===== src/irdc_pkg.sv =====
// Constants, types and helper functions shared by the indicator,
// factory-reset and receiver duty-cycle logic.
// Assumes one 40 MHz system clock; all times are counted in milliseconds.
package irdc_pkg;

  localparam int CLK_HZ    = 40_000_000;
  localparam int MS_PER_S  = 1000;
  localparam int MS_CYCLES = CLK_HZ / MS_PER_S;

  // Indicator phase lengths in milliseconds.
  localparam logic [15:0] T100_MS = 16'h0064;
  localparam logic [15:0] T200_MS = 16'h00c8;
  localparam logic [15:0] T300_MS = 16'h012c;
  localparam logic [15:0] T400_MS = 16'h0190;
  localparam logic [15:0] T600_MS = 16'h0258;
  localparam logic [15:0] T900_MS = 16'h0384;
  localparam logic [15:0] TEND_MS = 16'h0000;

  // Bonding and reset-sequence timing in milliseconds.
  localparam logic [15:0] BRIEF_MIN_MS = 16'h0064;
  localparam logic [15:0] BRIEF_MAX_MS = 16'h07d0;
  localparam logic [15:0] SUSTAIN_MS   = 16'h07d0;
  localparam logic [15:0] HOLD_MS      = 16'h0bb8;
  localparam logic [15:0] FOUND_MS     = 16'h0bb8;
  localparam logic [15:0] RERR_MS      = 16'h0bb8;
  localparam logic [15:0] SEARCH_MS    = 16'h7530;
  localparam logic [15:0] TBL_ERR_MS   = 16'h2710;
  localparam logic [15:0] CANCEL_MS    = 16'h0190;
  localparam logic [2:0]  SEQ_PULSES   = 3'h4;

  // Receiver duty cycle.
  localparam logic [19:0] WAKE_MS   = 20'h00146;
  localparam logic [19:0] SEC_MS    = 20'h003e8;
  localparam logic [3:0]  PWR_RESET = 4'h0;

  typedef enum logic [3:0] {
    PAT_OFF    = 4'h0,
    PAT_SOLID  = 4'h1,
    PAT_SEARCH = 4'h3,
    PAT_FOUND  = 4'h2,
    PAT_ERR    = 4'h6,
    PAT_RERR   = 4'h7,
    PAT_CANCEL = 4'h5,
    PAT_ACK    = 4'h4
  } irdc_pat_type;

  typedef logic [5:0][15:0] irdc_phase_type;

  // Phase lists, first entry in the low slot; a zero length ends the list.
  localparam irdc_phase_type SEARCH_PH =
    {TEND_MS, TEND_MS, TEND_MS, TEND_MS, T900_MS, T100_MS};
  localparam irdc_phase_type FOUND_PH =
    {TEND_MS, TEND_MS, TEND_MS, TEND_MS, T100_MS, T400_MS};
  localparam irdc_phase_type ERR_PH =
    {TEND_MS, TEND_MS, TEND_MS, TEND_MS, T100_MS, T100_MS};
  localparam irdc_phase_type RERR_PH =
    {TEND_MS, TEND_MS, T300_MS, T100_MS, T100_MS, T100_MS};
  localparam irdc_phase_type CANCEL_PH =
    {TEND_MS, TEND_MS, TEND_MS, T100_MS, T200_MS, T100_MS};
  localparam irdc_phase_type ACK_PH =
    {T100_MS, T200_MS, T100_MS, T200_MS, T100_MS, T600_MS};

  // Thresholds of the power-level ratio scaled to 0..255.
  localparam logic [14:0][7:0] PWR_TAB = {
    8'hff, 8'hfa, 8'he8, 8'hd4, 8'hc2, 8'had, 8'h9c, 8'h87,
    8'h73, 8'h61, 8'h4d, 8'h3b, 8'h26, 8'h14, 8'h00};

  function automatic logic [15:0] phase_ms(irdc_pat_type p,
                                           logic [2:0]   i);
    irdc_phase_type t;
    case (p)
      PAT_SEARCH: t = SEARCH_PH;
      PAT_FOUND:  t = FOUND_PH;
      PAT_ERR:    t = ERR_PH;
      PAT_RERR:   t = RERR_PH;
      PAT_CANCEL: t = CANCEL_PH;
      PAT_ACK:    t = ACK_PH;
      default:    t = '0;
    endcase
    return (i > 3'h5) ? TEND_MS : t[i];
  endfunction

  function automatic logic [3:0] power_step(logic [7:0] code);
    logic [3:0] n;
    n = 4'h0;
    for (int i = 1; i < 15; i++) begin
      if (code >= PWR_TAB[i]) begin
        n = 4'(i);
      end
    end
    return n;
  endfunction

  function automatic logic [19:0] secs_to_ms(logic [7:0] s);
    return 20'(20'(s) * SEC_MS);
  endfunction

endpackage


===== src/irdc_pat_if.sv =====
// Carries the selected indicator pattern, the millisecond tick and the
// indicator level between the controller and the pattern player.
// Assumes both ends run on the same system clock.
`timescale 1ns/100ps
interface irdc_pat_if;
  irdc_pkg::irdc_pat_type pattern;
  logic                   msTick;
  logic                   led;
  modport player (input pattern, output msTick, output led);
  modport ctrl   (output pattern, input msTick, input led);
endinterface


===== src/irdc_blinker.sv =====
// Millisecond time base and indicator pattern player.
// Assumes the pattern input comes from logic on the same clock.
`timescale 1ns/100ps
module irdc_blinker #(
  parameter int MS_CYCLES = irdc_pkg::MS_CYCLES
) (
  input wire logic   clk,
  input wire logic   reset_n,
  irdc_pat_if.player pat
);

  typedef struct packed {
    logic [15:0]            pre;
    logic                   tick;
    irdc_pkg::irdc_pat_type cur;
    logic [2:0]             idx;
    logic [15:0]            ms;
    logic                   done;
    logic                   led;
  } irdc_blink_state_type;

  irdc_blink_state_type s_ff;
  irdc_blink_state_type nxt_s;

  always_comb begin
    nxt_s = s_ff;
    nxt_s.tick = 1'b0;
    if (s_ff.pre == 16'(MS_CYCLES - 1)) begin
      nxt_s.pre = 16'h0000;
      nxt_s.tick = 1'b1;
    end else begin
      nxt_s.pre = s_ff.pre + 16'h0001;
    end
    // A new pattern always starts at its first phase.
    if (pat.pattern != s_ff.cur) begin
      nxt_s.cur = pat.pattern;
      nxt_s.idx = 3'h0;
      nxt_s.ms = 16'h0000;
      nxt_s.done = 1'b0;
    end else if (s_ff.tick && !s_ff.done) begin
      if (s_ff.ms + 16'h0001 >= irdc_pkg::phase_ms(s_ff.cur, s_ff.idx)) begin
        nxt_s.ms = 16'h0000;
        if (irdc_pkg::phase_ms(s_ff.cur, 3'(s_ff.idx + 3'h1)) == 16'h0000)
        begin
          // Cancel shows once; every other pattern repeats.
          if (s_ff.cur == irdc_pkg::PAT_CANCEL) begin
            nxt_s.done = 1'b1;
          end else begin
            nxt_s.idx = 3'h0;
          end
        end else begin
          nxt_s.idx = 3'(s_ff.idx + 3'h1);
        end
      end else begin
        nxt_s.ms = s_ff.ms + 16'h0001;
      end
    end
    nxt_s.led = (nxt_s.cur == irdc_pkg::PAT_SOLID) ||
                (nxt_s.cur != irdc_pkg::PAT_OFF &&
                 nxt_s.cur != irdc_pkg::PAT_SOLID &&
                 !nxt_s.done && !nxt_s.idx[0]);
  end

  always_ff @(posedge clk) begin
    if (!reset_n) begin
      s_ff <= '0;
    end else begin
      s_ff <= nxt_s;
    end
  end

  assign pat.msTick = s_ff.tick;
  assign pat.led    = s_ff.led;
endmodule


===== src/irdc_top.sv =====
// Indicator pattern control, factory-reset sequence detection, output
// power sampling and receiver duty cycling for a remote-control module.
// Assumes the radio signals are on clk; the bonding input is a pin.
//
// What this block does
// - Indicator solid on while transmitting, in the idle state only.
// - Indicator solid on while receiving, in the idle state only.
// - Search blinks 100 ms on, 900 ms off.
// - Found blinks 400/100 ms, at least three seconds.
// - Local table full blinks 100/100 ms.
// - Remote full blinks 100/100/100/300 ms.
// - Cancel shows 100 on, 200 off, 100 on.
// - Reset acknowledge shows six-phase 600/100/200 pattern.
// - Extended cancel holds indicator on until release.
// - Four brief pulses then long hold requests reset.
// - Each brief phase lasts 0.1 to 2 seconds.
// - Acknowledge until release, then reinitialise configuration.
// - Reset erases bonded table, keeps local address.
// - Timing mismatch shows cancel, no reset or bond.
// - Power step sampled once at power-up.
// - Duty cycle wakes, listens, stays on with data.
// - Sleep interval is seconds between turn-on points.
// - Wake window 326 ms, standby is remainder.
// - Stay awake after activity, then full sleep.
// - Brief request searches 30 s, held searches while high.
// - Second request during search cancels bonding.
`timescale 1ns/100ps
module irdc_top #(
  parameter int MS_CYCLES = irdc_pkg::MS_CYCLES
) (
  input  wire logic       clk,
  input  wire logic       reset_n,
  input  wire logic       bondRequestIn,
  input  wire logic       txActive,
  input  wire logic       rxActive,
  input  wire logic       txDone,
  input  wire logic       rxValid,
  input  wire logic       bondFound,
  input  wire logic       localTableFull,
  input  wire logic       remoteTableFull,
  input  wire logic       dutyEnable,
  input  wire logic [7:0] sleepIntervalSeconds,
  input  wire logic [7:0] stayAwakeSeconds,
  input  wire logic [7:0] powerLevelIn,
  output logic            activityIndicatorOut,
  output logic            bondSearching,
  output logic            tableClear,
  output logic            configInit,
  output logic [3:0]      powerStep,
  output logic            receiverOn
);

  typedef enum logic [3:0] {
    ST_IDLE   = 4'h0,
    ST_SEARCH = 4'h1,
    ST_FOUND  = 4'h3,
    ST_SEQ    = 4'h2,
    ST_ACK    = 4'h6,
    ST_EXTCAN = 4'h7,
    ST_CANCEL = 4'h5,
    ST_TBLERR = 4'h4,
    ST_RERR   = 4'hc
  } irdc_bond_type;

  typedef enum logic [1:0] {
    DU_SLEEP = 2'h0,
    DU_WAKE  = 2'h1,
    DU_KEEP  = 2'h3
  } irdc_duty_type;

  typedef struct packed {
    logic          sync1;
    logic          sync2;
    logic          prevReq;
    irdc_bond_type st;
    logic [15:0]   edgeMs;
    logic [15:0]   stateMs;
    logic [2:0]    pulses;
    logic          firstOk;
    logic          sustained;
    logic          clear;
    logic          sampled;
    logic [3:0]    power;
    irdc_duty_type duty;
    logic [19:0]   dutyMs;
    logic [19:0]   dutyLimit;
  } irdc_top_state_type;

  irdc_top_state_type s_ff;
  irdc_top_state_type nxt_s;
  irdc_pat_if         patIf ();

  logic        tick;
  logic        req;
  logic        rise;
  logic        fall;
  logic        okLen;
  logic        activity;
  logic [19:0] intervalMs;
  logic [19:0] stayMs;

  irdc_blinker #(
    .MS_CYCLES (MS_CYCLES)
  ) u_blinker (
    .clk     (clk),
    .reset_n (reset_n),
    .pat     (patIf.player)
  );

  assign tick       = patIf.msTick;
  assign req        = s_ff.sync2;
  assign rise       = s_ff.sync2 && !s_ff.prevReq;
  assign fall       = !s_ff.sync2 && s_ff.prevReq;
  assign okLen      = s_ff.edgeMs >= irdc_pkg::BRIEF_MIN_MS &&
                      s_ff.edgeMs <= irdc_pkg::BRIEF_MAX_MS;
  assign activity   = rxValid || txDone;
  assign intervalMs = irdc_pkg::secs_to_ms(sleepIntervalSeconds);
  assign stayMs     = irdc_pkg::secs_to_ms(stayAwakeSeconds);

  always_comb begin
    nxt_s = s_ff;
    nxt_s.sync1 = bondRequestIn;
    nxt_s.sync2 = s_ff.sync1;
    nxt_s.prevReq = s_ff.sync2;
    nxt_s.clear = 1'b0;
    if (tick && s_ff.edgeMs != 16'hffff) begin
      nxt_s.edgeMs = s_ff.edgeMs + 16'h0001;
    end
    if (tick && s_ff.stateMs != 16'hffff) begin
      nxt_s.stateMs = s_ff.stateMs + 16'h0001;
    end
    if (rise || fall) begin
      nxt_s.edgeMs = 16'h0000;
    end
    case (s_ff.st)
      ST_IDLE: begin
        if (rise) begin
          nxt_s.stateMs = 16'h0000;
          nxt_s.firstOk = 1'b0;
          nxt_s.sustained = 1'b0;
          nxt_s.st = localTableFull ? ST_TBLERR : ST_SEARCH;
        end
      end
      ST_SEARCH: begin
        if (bondFound) begin
          nxt_s.st = ST_FOUND;
          nxt_s.stateMs = 16'h0000;
        end else if (remoteTableFull) begin
          nxt_s.st = ST_RERR;
          nxt_s.stateMs = 16'h0000;
        end else if (rise) begin
          // A second press may also be the start of a reset sequence.
          nxt_s.pulses = 3'h1;
          nxt_s.st = (s_ff.firstOk && okLen) ? ST_SEQ : ST_CANCEL;
          nxt_s.stateMs = 16'h0000;
        end else if (fall) begin
          nxt_s.firstOk = okLen;
          if (s_ff.sustained) begin
            nxt_s.st = ST_IDLE;
          end
        end else if (req && s_ff.edgeMs >= irdc_pkg::SUSTAIN_MS) begin
          nxt_s.sustained = 1'b1;
        end else if (!s_ff.sustained &&
                     s_ff.stateMs >= irdc_pkg::SEARCH_MS) begin
          nxt_s.st = ST_IDLE;
        end
      end
      ST_FOUND: begin
        if (!req && s_ff.stateMs >= irdc_pkg::FOUND_MS) begin
          nxt_s.st = ST_IDLE;
        end
      end
      ST_TBLERR: begin
        if (s_ff.stateMs >= irdc_pkg::TBL_ERR_MS) begin
          nxt_s.st = ST_IDLE;
        end
      end
      ST_RERR: begin
        if (s_ff.stateMs >= irdc_pkg::RERR_MS) begin
          nxt_s.st = ST_IDLE;
        end
      end
      ST_CANCEL: begin
        if (s_ff.stateMs >= irdc_pkg::CANCEL_MS) begin
          nxt_s.st = ST_IDLE;
        end
      end
      ST_SEQ: begin
        nxt_s.stateMs = 16'h0000;
        if (rise) begin
          if (!okLen) begin
            nxt_s.st = ST_EXTCAN;
          end
        end else if (fall) begin
          if (s_ff.pulses != irdc_pkg::SEQ_PULSES && okLen) begin
            nxt_s.pulses = 3'(s_ff.pulses + 3'h1);
          end else begin
            nxt_s.st = ST_CANCEL;
          end
        end else if (req) begin
          if (s_ff.pulses == irdc_pkg::SEQ_PULSES) begin
            if (s_ff.edgeMs >= irdc_pkg::HOLD_MS) begin
              nxt_s.st = ST_ACK;
            end
          end else if (s_ff.edgeMs > irdc_pkg::BRIEF_MAX_MS) begin
            nxt_s.st = ST_EXTCAN;
          end
        end else if (s_ff.edgeMs > irdc_pkg::BRIEF_MAX_MS) begin
          nxt_s.st = ST_CANCEL;
        end
      end
      ST_ACK: begin
        if (!req) begin
          nxt_s.clear = 1'b1;
          nxt_s.st = ST_IDLE;
        end
      end
      ST_EXTCAN: begin
        if (!req) begin
          nxt_s.st = ST_IDLE;
        end
      end
      default: begin
        nxt_s.st = ST_IDLE;
      end
    endcase

    // The level is caught once, on the first edge after reset release.
    if (!s_ff.sampled) begin
      nxt_s.sampled = 1'b1;
      nxt_s.power = irdc_pkg::power_step(powerLevelIn);
    end

    if (tick) begin
      nxt_s.dutyMs = s_ff.dutyMs + 20'h00001;
    end
    if (!dutyEnable) begin
      nxt_s.duty = DU_WAKE;
      nxt_s.dutyMs = 20'h00000;
    end else begin
      case (s_ff.duty)
        DU_WAKE: begin
          if (activity) begin
            nxt_s.duty = DU_KEEP;
            nxt_s.dutyMs = 20'h00000;
          end else if (tick &&
                       s_ff.dutyMs >= irdc_pkg::WAKE_MS - 20'h00001)
          begin
            nxt_s.duty = DU_SLEEP;
            nxt_s.dutyMs = 20'h00000;
            // An interval shorter than the window leaves a token sleep.
            nxt_s.dutyLimit = (intervalMs > irdc_pkg::WAKE_MS) ?
                              intervalMs - irdc_pkg::WAKE_MS : 20'h00001;
          end
        end
        DU_KEEP: begin
          if (activity) begin
            nxt_s.dutyMs = 20'h00000;
          end else if (s_ff.dutyMs >= stayMs) begin
            nxt_s.duty = DU_SLEEP;
            nxt_s.dutyMs = 20'h00000;
            nxt_s.dutyLimit = intervalMs;
          end
        end
        DU_SLEEP: begin
          if (s_ff.dutyMs >= s_ff.dutyLimit) begin
            nxt_s.duty = DU_WAKE;
            nxt_s.dutyMs = 20'h00000;
          end
        end
        default: begin
          nxt_s.duty = DU_WAKE;
        end
      endcase
    end
  end

  always_ff @(posedge clk) begin
    if (!reset_n) begin
      s_ff <= '0;
      s_ff.st <= ST_IDLE;
      s_ff.duty <= DU_WAKE;
      s_ff.power <= irdc_pkg::PWR_RESET;
    end else begin
      s_ff <= nxt_s;
    end
  end

  always_comb begin
    case (s_ff.st)
      ST_IDLE:   patIf.pattern = (txActive || rxActive) ?
                                 irdc_pkg::PAT_SOLID : irdc_pkg::PAT_OFF;
      ST_SEARCH: patIf.pattern = irdc_pkg::PAT_SEARCH;
      ST_FOUND:  patIf.pattern = irdc_pkg::PAT_FOUND;
      ST_TBLERR: patIf.pattern = irdc_pkg::PAT_ERR;
      ST_RERR:   patIf.pattern = irdc_pkg::PAT_RERR;
      ST_CANCEL: patIf.pattern = irdc_pkg::PAT_CANCEL;
      ST_ACK:    patIf.pattern = irdc_pkg::PAT_ACK;
      ST_EXTCAN: patIf.pattern = irdc_pkg::PAT_SOLID;
      default:   patIf.pattern = irdc_pkg::PAT_OFF;
    endcase
  end

  assign activityIndicatorOut = patIf.led;
  assign bondSearching        = s_ff.st == ST_SEARCH;
  assign tableClear           = s_ff.clear;
  assign configInit           = s_ff.clear;
  assign powerStep            = s_ff.power;
  assign receiverOn           = !dutyEnable || s_ff.duty != DU_SLEEP;
endmodule


===== config.mk =====
export PLATFORM = sky130hd
export DESIGN_NAME = irdc_top
export DESIGN_NICKNAME = d
export VERILOG_FILES = /design/src/irdc_pkg.sv /design/src/irdc_pat_if.sv /design/src/irdc_blinker.sv /design/src/irdc_top.sv
export SDC_FILE = /design/constraint.sdc
export NUM_CORES = 1
export LEC_CHECK = 0
export BUFFER_PORTS_ARGS = -buffer_cell sky130_fd_sc_hd__buf_2
export CELL_PAD_IN_SITES_DETAIL_PLACEMENT = 0
export CELL_PAD_IN_SITES_GLOBAL_PLACEMENT = 1
export CORE_ASPECT_RATIO = 2
export CORE_UTILIZATION = 52
export DETAILED_ROUTE_END_ITERATION = 12
export PLACE_DENSITY_LB_ADDON = 0.2
export SLEW_MARGIN = 10
export SYNTH_ARGS = -nofsm -noshare
export SYNTH_HDL_FRONTEND = slang
export SYNTH_HIERARCHICAL = 1
export SYNTH_SLANG_ARGS = --single-unit

===== constraint.sdc =====
create_clock -name clk -period 13.5 [get_ports clk]
set_input_delay 2.7 -clock clk [delete_from_list [all_inputs] [get_ports clk]]
set_output_delay 2.7 -clock clk [all_outputs]
set_load 0.02 [all_outputs]

# == Yosys cells after proc, flatten, opt, wreduce, memory -nomap -nowiden ==
# Index checks and enable logic that the tools add are counted.
# op_classes
bitwise,1
reduce_logical,48
muxes,96
mul,2
addsub,8
magnitude_cmp,32
eq_ne,55
# ops
op,count
one-hot mux 87 bit (6 select lines),1
2-to-1 mux 96 bit,5
2-to-1 mux 16 bit,9
2-to-1 mux 4 bit,36
2-to-1 mux 20 bit,5
binary-select mux 16 bit (select 3 bit),2
2-to-1 mux 42 bit,2
"adder 16 x 1 -> 16 bit, second input constant",4
"greater-or-equal comparator 8 bit, second input constant",8
one-hot mux 20 bit (3 select lines),1
one-hot mux 16 bit (3 select lines),1
2-to-1 mux 22 bit,2
one-hot mux 20 bit (2 select lines),1
"!= test 2 bit, second input constant",19
2-to-1 mux 18 bit,2
"== test 4 x 3 -> 1 bit, second input constant",8
"greater-or-equal comparator 16 x 12 -> 1 bit, second input constant",2
"!= test 16 bit, second input constant",2
one-hot mux 4 bit (8 select lines),1
"multiplier 8 x 7 -> 15 bit, second input constant",2
"greater-or-equal comparator 8 x 7 -> 1 bit, second input constant",3
one-hot mux 3 bit (8 select lines),1
2-to-1 mux 3 bit,7
"adder 20 x 1 -> 20 bit, second input constant",1
other kinds (56),117
# totals
reg_bits,134
word_cells,265
input_bits,35

# == Depth between registers and ports, before layout ==
# Gate-level depths: netlist (run 1).
# logic_depth
ltp_word,24
mapped_depth,26
depth_no_buf,25

# == By module ==
# Netlist (run 1), hierarchy kept.
# by_module_without_submodules
module,cells_each,area_each_um2,instances
irdc_top,1074,8757.1,1
irdc_blinker,341,2692.6,1

# == Worst setup path after synthesis (run 1) ==
# OpenSTA, ideal clock, no wires.
# synth_path
path_type,input -> register
start,input port stayAwakeSeconds[0]
end,register s_ff[30] (netlist name)
t_arrival_ns,7.847
path_stages,26
slack_ns,5.521
path_buffers,1
t_required_ns,13.368
path_cell_list,fa_1 -> xor2_1 -> ha_1 -> inv_1 -> fa_1 -> fa_1 -> inv_1 -> ha_1 -> o21ai_0 -> a21oi_1 -> o21ai_0 -> nand2b_1 -> a21o_1 -> a21o_1 -> mux2i_1 -> a2111oi_0 -> ha_1 -> nand2_1 -> o21ai_0 -> a31oi_1 -> o21ai_0 -> nor3_1 -> o21a_1 -> o31ai_1 -> clkbuf_1 -> nor3_1
# synth_rtl
element,line,text
from (decl),irdc_top.sv:43,"input wire logic [7:0] stayAwakeSeconds,"

==> results of run 1 <==
-- flip-flops by register name, indices dropped and copies added (netlist names) --
| signal | flops |
|---|---|
| u_blinker/s_ff | 40 |
| s_ff | 83 |
| u_blinker/pat.led | 1 |
| powerStep | 4 |
| req | 1 |
| configInit | 1 |
| nxt_s | 1 |
| u_blinker/pat.msTick | 1 |
-- cells in the mapped netlist, types with 6 or more instances --
library cell    n  area (µm²)
a211o_1         6        52.6
a211oi_1        7        52.6
a21o_1         12        90.1
a21oi_1        84         420
a31oi_1        21         131
and2_1         13        81.3
and3_1         21         131
and4_1          7        61.3
buf_2           7        35.0
buf_4           7        52.6
clkbuf_1       39         146
dfxtp_1       132        2640
fa_1           43         861
ha_1          136        1700
inv_1         119         447
inv_2           6        22.5
mux2i_1         7        70.1
nand2_1        92         345
nand2b_1       24         150
nand3_1        53         265
nand4_1        28         175
nor2_1        150         563
nor2b_1        13        81.3
nor3_1         35         175
nor4_1         17         106
o211ai_1       15         113
o21a_1         10        75.1
o21ai_0        64         320
o21ai_1        11        55.1
o31ai_1         9        67.6
or2_2           9        56.3
or3_1          20         125
or4_1           9        67.6
xnor2_1        53         464
xor2_1         39         342
-- kinds of logic (layout without fill, tap and decap cells) --
family | count (synthesis) | in the layout | synth area share, %
and+or+nand+nor | 517 | 517 | 22.9
AOI/OAI and AO/OA | 304 | 304 | 17.4
other | 1 | 4 | 0.0328
buffers and inverters | 182 | 200 | 6.41
xor gates and xnor gates | 92 | 92 | 7.04
muxes | 7 | 7 | 0.612
adders and majority gates | 180 | 180 | 22.5
DFF | 132 | 132 | 23.1
-- how the worst min path moves through the flow --
stage	startpoint	to	slack, ns	cells past startpoint
after global placement	nxt_s[90]$_SDFF_PN0_	req$_SDFF_PN0_	0.42	1
after global routing	nxt_s[90]$_SDFF_PN0_	req$_SDFF_PN0_	0.48	1
after CTS	nxt_s[90]$_SDFF_PN0_	req$_SDFF_PN0_	0.46	1
final	nxt_s[90]$_SDFF_PN0_	req$_SDFF_PN0_	0.46	1
after floorplan	nxt_s[90]$_SDFF_PN0_	req$_SDFF_PN0_	0.41	1
after detailed placement	nxt_s[90]$_SDFF_PN0_	req$_SDFF_PN0_	0.43	1
-- per-layer routing --
layer  global-route usage [%]  vias to the layer above  wire (µm)
met5                        0                        -          0
met2                     51.3                      144      15700
met4                     11.4                        0        919
met1                     23.7                     4802      10100
met3                     4.31                       67        628
li1                         -                     4996          -
-- report_power, final --
group	switching (mW)	internal [mW]
combinational	0.482	0.344
clock	0.172	0.315
sequential	0.0267	0.400
-- worst register-to-register path, cell delays in order (launching register included) --
cell and delay (ns):
dfxtp_1 0.65, or4b_4 0.59, o21ai_1 0.15, nand2_1 0.06, o21ai_1 0.13, o21ai_0 0.14, ha_1 0.29, o21ai_1 0.11
a211oi_1 0.09, nor4_1 0.34, nor4b_4 0.82, a21oi_1 0.29, a32o_1 0.27
-- through the flow --
step                      area (µm²)  utilization [%]  std cells  power, mW  setup slack, ns
final                          12400             57.4       1709       1.74             5.14
after global routing           12400             57.4       1709       1.88             4.73
after CTS                      12400             57.4       1709       1.76             5.13
after detailed placement       11800             54.6       1680       1.26             4.71
after global placement         11800             54.6       1680       1.25             4.81
after floorplan                11500                -       1418       1.09             5.52
-- final cells by class --
cell class | count | area share [%]
multi-input cells | 1104 | 65.3
flip-flops and latches | 132 | 21.3
inverters | 126 | 3.82
clock buffers | 20 | 3.69
well taps | 273 | 2.76
repair buffers | 45 | 1.86
clock inverters | 9 | 1.25
==> run summary, run 1 <==
count of nets left with antenna violations after detail routing = 0
final layout net count = 1,640
maximum vdd drop = 0.148 mV
TritonCTS buffer count = 17
reg-to-reg startpoint = u_blinker/s_ff[23]$_SDFF_PN0_
total area of multi-input combinational cells = 0.00809 mm²
number of global-route vias before repair = 9,841
number of enable-type register cells in the synthesized netlist = 0
Die Outline Area = 0.0227 mm²
Most Frequent Cell on Critical Path = o21ai_0
clock transition at the register clock pins on the worst setup and hold paths after CTS = 0.06 ns
count of antenna diodes in the layout = 0
max frequency = 0.120 GHz
number of endpoints with negative hold slack in the final report = 0
placeable core region = 0.0216 mm²
critical path capture point type = flop
most common cell after layout, fill and taps aside = nor2_1
routed wirelength normalized by instance count = 16.0 µm
Fin Clk Skew = 0.00765 ns
Period minus WS final = 8.36 ns
depth of the CTS H-tree = 4
storage element area = 0.00264 mm²
Seq/Total Area, Yosys = 23.1%
pin count of the biggest net entering global routing = 35
post-synthesis cell count = 1,415
Synth warnings = 6
Detail Placement HPWL = 21,600 µm
effective utilization at floorplan = 53.0%
total wire length after detailed routing = 27,400 µm
Power Density = 140 mW/mm²
clock root buffer = clkbuf_16
Filler cells = 2,085
Rel. slew slack = 28.0%
share of synthesized flip-flops with an asynchronous set or reset = 0%
number of vias after detailed routing = 10,009
number of antenna violations at the first check in global routing = 0
number of DRC violations after detailed routing = 0
Die Ht = 212 µm
number of top-level design ports = 44
Worst path max stage delay = 0.61 ns
horizontal die dimension = 107 µm
reg-to-reg slack, setup = 9.47 ns
mean instance size in the synthesized netlist = 8.09 µm²
Synth Register Bits = 132
# setup viols final = 0
worst setup path end = s_ff[14]$_SDFFE_PN0P_
Clock Sink Count = 132
dominant synthesized flop cell = dfxtp_1
wire length of the first global-routing pass = 45,500 µm
number of cells on the critical path = 26
Tcrit/Tclk final = 61.9%
iteration count of the initial detailed-routing pass = 5
GRT Total Usage = 25.3%
detail-routed via count per cell = 5.86
critical path startpoint category = primary input
kind of cell adding the most delay to the critical path = adder cells
clock tree from TritonCTS = built
result of the run = completed
worst-path fanout max = 7
arrival time at the worst endpoint = 8.72 ns
Post-CTS Hold Buffers = 0
number of port buffers = 43
number of buffers and inverters on the critical path = 3
Critical Path Slowest Stage Cell = fa_1
layout cell share with drive strength beyond 1 = 7.73%
destination of the worst register-to-register timing path = u_blinker/s_ff[20]$_SDFFE_PP0P_
FF-to-FF path depth = 12
last weighted congestion value of the routability-driven placer = 0.847
leakage component of the power = 5.02 nW
Worst Setup Path Type = primary input to flop
post-synth design cell area = 0.0114 mm²
later-pin clock latency in the skew report = 0.43 ns
crit path launch = stayAwakeSeconds[0]
RSZ-0062 raised after global routing = no
worst-case hold slack = 0.462 ns
worst endpoint required time = 13.86 ns
max-slew violations = 0
Least-Margin Pin Slew = 1.07 ns
area added between synthesis and finish = 8.24%
Fin Setup TNS = 0 ns
DR iter-0 viols = 455
max capacitance violation total = 0
Unique masters post-synth = 87
buffers from clock root to sink, at most = 2
final global-route overflow total = 0
number of instances resized during post-cts repair = 0
most used cells in the layout excluding fill and tap cells = 150 x nor2_1, 136 x ha_1, 132 x dfxtp_1
Post CTS Setup Buffer Count = 0
row cnt = 76
Min-Delay Path Class = flop to flop
Power figures use the tool's default switching activity.
==> inputs of run 2 (changes only) <==
ABC_AREA = 1   (was default)
CORE_UTILIZATION = 47   (was 52)
clock period = 7.8 ns   (was 13.5 ns; I/O delays follow)
==> run 2 against run 1 <==
  * Worst hold slack got worse by 0.050 ns
  * Sequential power increased by 71%
  * Design area increased by 5.0%
  * Via count increased by 8.6%
  * Global-route usage decreased by 1.3 points
  * Worst setup slack got worse by 4.0 ns
  * Utilization decreased by 5.2 points
  * Area after synthesis increased by 3.8%
  * Combinational power increased by 86%
  * First-iteration DRC count decreased by 24%
  * Highest routed layer unchanged
==> run summary, run 2 <==
RSZ-0062 raised after global routing = no
post-place instance area = 0.0124 mm²
Least-Margin Pin Slew = 0.997 ns
most used cells in the layout excluding fill and tap cells = 322 x nand2_1, 294 x inv_1, 143 x nor2_1
max FFs per register = 83
switching power of the nets = 1.34 mW
post-route design area = 0.0130 mm²
end-of-flow core utilization = 52.2%
worst endpoint required time = 8.18 ns
arrival time at the worst endpoint = 7.07 ns
routed wl met3 = 510 µm
TritonCTS buffer count = 17
Internal Pwr Total = 1.78 mW
result of the run = completed
horizontal die dimension = 114 µm
count of nets left with antenna violations after detail routing = 0
later-pin clock latency in the skew report = 0.44 ns
worst-path fanout max = 20
main combinational cell family by area after synthesis = simple AND/OR/NAND/NOR gates
power share of the combinational group = 49.2%
wire length on met2 = 16,500 µm
total wire length after detailed routing = 28,900 µm
cell types with the highest counts after synthesis = 322 x nand2_1, 294 x inv_1, 143 x nor2_1
Die Outline Area = 0.0260 mm²
Post CTS Setup Buffer Count = 0
Clock Sink Count = 132
met1 wire length = 10,900 µm
Critical Path Slowest Stage Cell = fa_1
critical path capture point type = flop
post-placement worst setup slack = 0.635 ns
buffers from clock root to sink, at most = 2
most frequent cell after synthesis = nand2_1
placeable core region = 0.0249 mm²
share of synthesized flip-flops with an asynchronous set or reset = 0%
routed wirelength normalized by instance count = 13.8 µm
post-synth design cell area = 0.0119 mm²
Synth Area in Simple Gates = 27.4%
Setup WS post-layout = 1.11 ns
# setup viols final = 0
FF-to-FF path depth = 15
clock root buffer = clkbuf_16
count of antenna diodes in the layout = 0
Rel. slew slack = 33.3%
final layout net count = 1,954
final global-route overflow total = 0
synthesized-area fraction occupied by ao, oa, aoi and oai cells = 13.1%
number of instances resized during post-cts repair = 0
number of antenna violations at the first check in global routing = 0
number of port buffers = 43
Min-Delay Path Class = flop to flop
share of synthesized cell area in full adder, half adder and majority cells = 21.6%
number of DRC violations after detailed routing = 0
Seq/Total Area, Yosys = 22.2%
Unique masters post-synth = 58
effective utilization at floorplan = 47.7%
Power Density = 240 mW/mm²
Synth Register Bits = 132
clock tree from TritonCTS = built
share of Yosys cell area claimed by the top area cell type = 22.2%
Period minus WS final = 6.69 ns
top area cells in the synthesized netlist = dfxtp_1 22%, ha_1 14%, nand2_1 10%
Worst path max stage delay = 0.61 ns
leakage component of the power = 6.21 nW
proportion of power drawn by flip-flops and latches = 23.4%
multiplexer share of the synthesized area = 0%
GRT Total Usage = 24.0%
clock transition at the register clock pins on the worst setup and hold paths after CTS = 0.06 ns
Filler cells = 2,588
detail-routed via count per cell = 5.20
Fin Clk Skew = 0.00983 ns
number of endpoints with negative hold slack in the final report = 0
depth of the CTS H-tree = 4
switching fraction of total power = 43.0%
pin count of the biggest net entering global routing = 37
Clock power frac = 27.4%
last weighted congestion value of the routability-driven placer = 0.889
Detail Placement HPWL = 23,500 µm
cell type contributing the most total cell area after synthesis = dfxtp_1
number of vias after detailed routing = 10,867
layout cell share with drive strength beyond 1 = 7.42%
Worst Setup Path Type = primary input to flop
most common cell after layout, fill and taps aside = nand2_1
Die Ht = 227 µm
wire length of the first global-routing pass = 49,200 µm
post-synthesis cell count = 1,702
max-slew violations = 0
reg-to-reg slack, setup = 4.49 ns
number of enable-type register cells in the synthesized netlist = 0
dominant synthesized flop cell = dfxtp_1
mean instance size in the synthesized netlist = 6.98 µm²
largest reg by FF count = s_ff
Fin Setup TNS = 0 ns
max capacitance violation total = 0
max frequency = 0.149 GHz
uppermost metal layer occupied by signal nets = met4
iteration count of the initial detailed-routing pass = 5
number of top-level design ports = 44
row cnt = 82
DR iter-0 viols = 345
Synth warnings = 6
Hold Path Depth = 2
critical path startpoint category = primary input
maximum vdd drop = 0.152 mV
Tcrit/Tclk final = 85.8%
synthesized-area fraction occupied by xor and xnor cells = 4.84%
area added between synthesis and finish = 9.45%
Post-CTS Hold Buffers = 0
number of global-route vias before repair = 10,910
-- run 2: layout make-up --
class / instances / area, µm² / area share [%]
flip-flops and latches: 132 / 2640 / 20.3
clock buffers: 17 / 425 / 3.27
well taps: 336 / 420 / 3.23
multi-input cells: 1241 / 7960 / 61.2
repair buffers: 45 / 230 / 1.77
inverters: 303 / 1140 / 8.74
clock inverters: 15 / 191 / 1.47
-- run 2: worst max-delay path, delay by kind of cell --
kind                       cells  cell delay, ns
adders and majority gates      6            2.38
xor gates and xnor gates       2            0.36
buffers and inverters          5            0.41
AOI/OAI and AO/OA              6            0.77
and+or+nand+nor               10            1.61
-- run 2: final timing paths --
kind | start | to
worst max-delay path | stayAwakeSeconds[0] | s_ff[32]$_SDFF_PN0_
worst max register to register | u_blinker/s_ff[18]$_SDFF_PN0_ | u_blinker/s_ff[20]$_SDFFE_PP0P_
worst min register to register | nxt_s[90]$_SDFF_PN0_ | req$_SDFF_PN0_
worst min-delay path | nxt_s[90]$_SDFF_PN0_ | req$_SDFF_PN0_
-- run 2: power by group through the flow --
| stage | Combinational, mW | Sequential (mW) | Clock (mW) |
|---|---|---|---|
| after floorplan | 1.23 | 0.739 | 0 |
| after global placement | 1.53 | 0.745 | 0 |
| after detailed placement | 1.55 | 0.746 | 0 |
| after CTS | 1.56 | 0.731 | 0.873 |
| after global routing | 1.79 | 0.735 | 0.904 |
| final | 1.54 | 0.731 | 0.858 |
-- run 2: logic make-up after synthesis --
family | after synthesis
and+or+nand+nor | 719
buffers and inverters | 331
AOI/OAI and AO/OA | 276
adders and majority gates | 179
DFF | 132
xor gates and xnor gates | 64
other | 1
-- run 2: routing by layer --
metal  vias up  global-route usage (%)
met4         0                    11.5
li1       5628                       -
met2       121                    48.8
met1      5059                    22.6
met5         -                       0
met3        59                    3.39
-- run 2: per-stage QoR --
| step | cells | hold WS (ns) | total power [mW] |
|---|---|---|---|
| 6_report | 2089 | 0.413 | 3.13 |
| 5_1_grt | 2089 | 0.421 | 3.43 |
| 4_1_cts | 2089 | 0.418 | 3.16 |
| 3_5_place_dp | 2057 | 0.404 | 2.30 |
| 3_3_place_gp | 2057 | 0.392 | 2.27 |
| 2_1_floorplan | 1704 | 0.390 | 1.97 |
==> inputs of run 3 (changes only) <==
ABC_AREA = default   (was 1)
CELL_PAD_IN_SITES_DETAIL_PLACEMENT = default   (was 0)
CELL_PAD_IN_SITES_GLOBAL_PLACEMENT = default   (was 1)
CORE_UTILIZATION = 64   (was 47)
==> run 3 against run 2 <==
  * Sequential cell count unchanged
  * Non-clock buffer count increased by 4
  * Utilization up 19 points
  * Worst setup slack lost 0.59 ns
  * Critical path type unchanged
==> run summary, run 3 (synthesis gave the netlist of run 1 again) <==
result of the run = completed
max-slew violations = 0
GRT Total Usage = 32.4%
placeable core region = 0.0174 mm²
Least-Margin Pin Slew = 1.08 ns
last weighted congestion value of the routability-driven placer = 0.892
Fin Clk Skew = 0.00957 ns
worst-case hold slack = 0.444 ns
maximum vdd drop = 0.218 mV
iteration count of the initial detailed-routing pass = 5
leakage component of the power = 5.03 nW
worst setup path end = s_ff[28]$_SDFF_PN0_
Post-CTS Hold Buffers = 0
# setup viols final = 0
Period minus WS final = 7.29 ns
number of port buffers = 43
pin count of the biggest net entering global routing = 35
reg-to-reg slack, setup = 3.76 ns
Die Outline Area = 0.0185 mm²
area added between synthesis and finish = 7.68%
max FFs per register = 83
TritonCTS buffer count = 17
number of antenna violations at the first check in global routing = 2
Die Ht = 191 µm
effective utilization at floorplan = 66.0%
clock transition at the register clock pins on the worst setup and hold paths after CTS = 0.06 ns
RSZ-0062 raised after global routing = no
FF-to-FF path depth = 12
arrival time at the worst endpoint = 7.59 ns
Detail Placement HPWL = 21,500 µm
wire length of the first global-routing pass = 46,800 µm
destination of the worst register-to-register timing path = u_blinker/s_ff[20]$_SDFFE_PP0P_
total wire length after detailed routing = 27,800 µm
depth of the CTS H-tree = 4
number of instances resized during post-cts repair = 0
worst endpoint required time = 8.11 ns
Rel. slew slack = 27.8%
number of DRC violations after detailed routing = 0
Tcrit/Tclk final = 93.4%
number of global-route vias before repair = 10,527
buffers from clock root to sink, at most = 2
Min-Delay Path Class = flop to flop
most used cells in the layout excluding fill and tap cells = 150 x nor2_1, 136 x ha_1, 132 x dfxtp_1
clock root buffer = clkbuf_16
horizontal die dimension = 96.6 µm
final global-route overflow total = 0
Clock Sink Count = 132
DR iter-0 viols = 394
critical path capture point type = flop
Fin Setup TNS = 0 ns
Power Density = 242 mW/mm²
number of top-level design ports = 44
Post CTS Setup Buffer Count = 0
crit path launch = stayAwakeSeconds[1]
Worst Setup Path Type = primary input to flop
final layout net count = 1,644
row cnt = 68
layout cell share with drive strength beyond 1 = 8.11%
later-pin clock latency in the skew report = 0.42 ns
critical path startpoint category = primary input
detail-routed via count per cell = 6.20
routed wirelength normalized by instance count = 16.8 µm
largest reg by FF count = s_ff
number of vias after detailed routing = 10,268
max frequency = 0.137 GHz
max capacitance violation total = 0
count of nets left with antenna violations after detail routing = 0
number of endpoints with negative hold slack in the final report = 0
worst-path fanout max = 12
most common cell after layout, fill and taps aside = nor2_1
reg-to-reg startpoint = u_blinker/s_ff[23]$_SDFF_PN0_
clock tree from TritonCTS = built
run 3: routing by layer:
layer	routed length (µm)	track usage, %	vias to the layer above
li1	-	-	5004
met1	9780	28.8	4912
met2	15900	62.1	238
met3	748	6.92	114
met4	1420	20.8	0
met5	0	0	-
run 3: metrics by stage:
step                total power, mW  area (µm²)  std cells  util, %  setup WS (ns)
floorplan                      1.88       11500       1418        -          0.961
global placement               2.14       11700       1621     67.6          0.250
detailed placement             2.18       11700       1621     67.6          0.118
CTS                            2.98       12300       1653     71.0          0.529
global route                   3.19       12300       1655     71.0          0.107
finish                         2.98       12300       1655     71.0          0.514
run 3: final cells by class:
class,instances,area [µm²]
inverters,126,473
clock buffers,21,470
multi-input cells,1104,8090
repair buffers,49,260
well taps,210,263
fillers,1442,5030
flip-flops and latches,132,2640
clock inverters,11,126
diodes,2,5.00
run 3: power by group:
part           total (mW)  switching (mW)  internal, mW
clock               0.803           0.307         0.496
sequential          0.739          0.0464         0.693
combinational        1.44           0.837         0.604
run 3: critical path, cell delays in order:
cell,delay (ns)
buf_2,0.15
fa_1,0.57
xor2_1,0.18
ha_1,0.25
inv_1,0.07
fa_1,0.44
fa_1,0.51
inv_1,0.04
ha_1,0.30
o21ai_0,0.11
a21oi_1,0.11
o21ai_0,0.15
nand2b_1,0.11
a21o_1,0.18
a21o_1,0.20
mux2i_1,0.13
a2111oi_0,0.45
ha_1,0.23
nand2_1,0.06
o21ai_0,0.14
a31oi_1,0.08
o21ai_0,0.25
nor3_1,0.07
o21a_1,0.18
o31ai_2,0.69
buf_4,0.30
nor2_1,0.06
run 3: worst min path at each step:
stage,startpoint,end,depth (start not counted)
2_1_floorplan,nxt_s[90]$_SDFF_PN0_,req$_SDFF_PN0_,1
3_3_place_gp,nxt_s[90]$_SDFF_PN0_,req$_SDFF_PN0_,1
3_5_place_dp,nxt_s[90]$_SDFF_PN0_,req$_SDFF_PN0_,1
4_1_cts,nxt_s[90]$_SDFF_PN0_,req$_SDFF_PN0_,1
5_1_grt,nxt_s[90]$_SDFF_PN0_,req$_SDFF_PN0_,1
6_report,nxt_s[90]$_SDFF_PN0_,req$_SDFF_PN0_,1
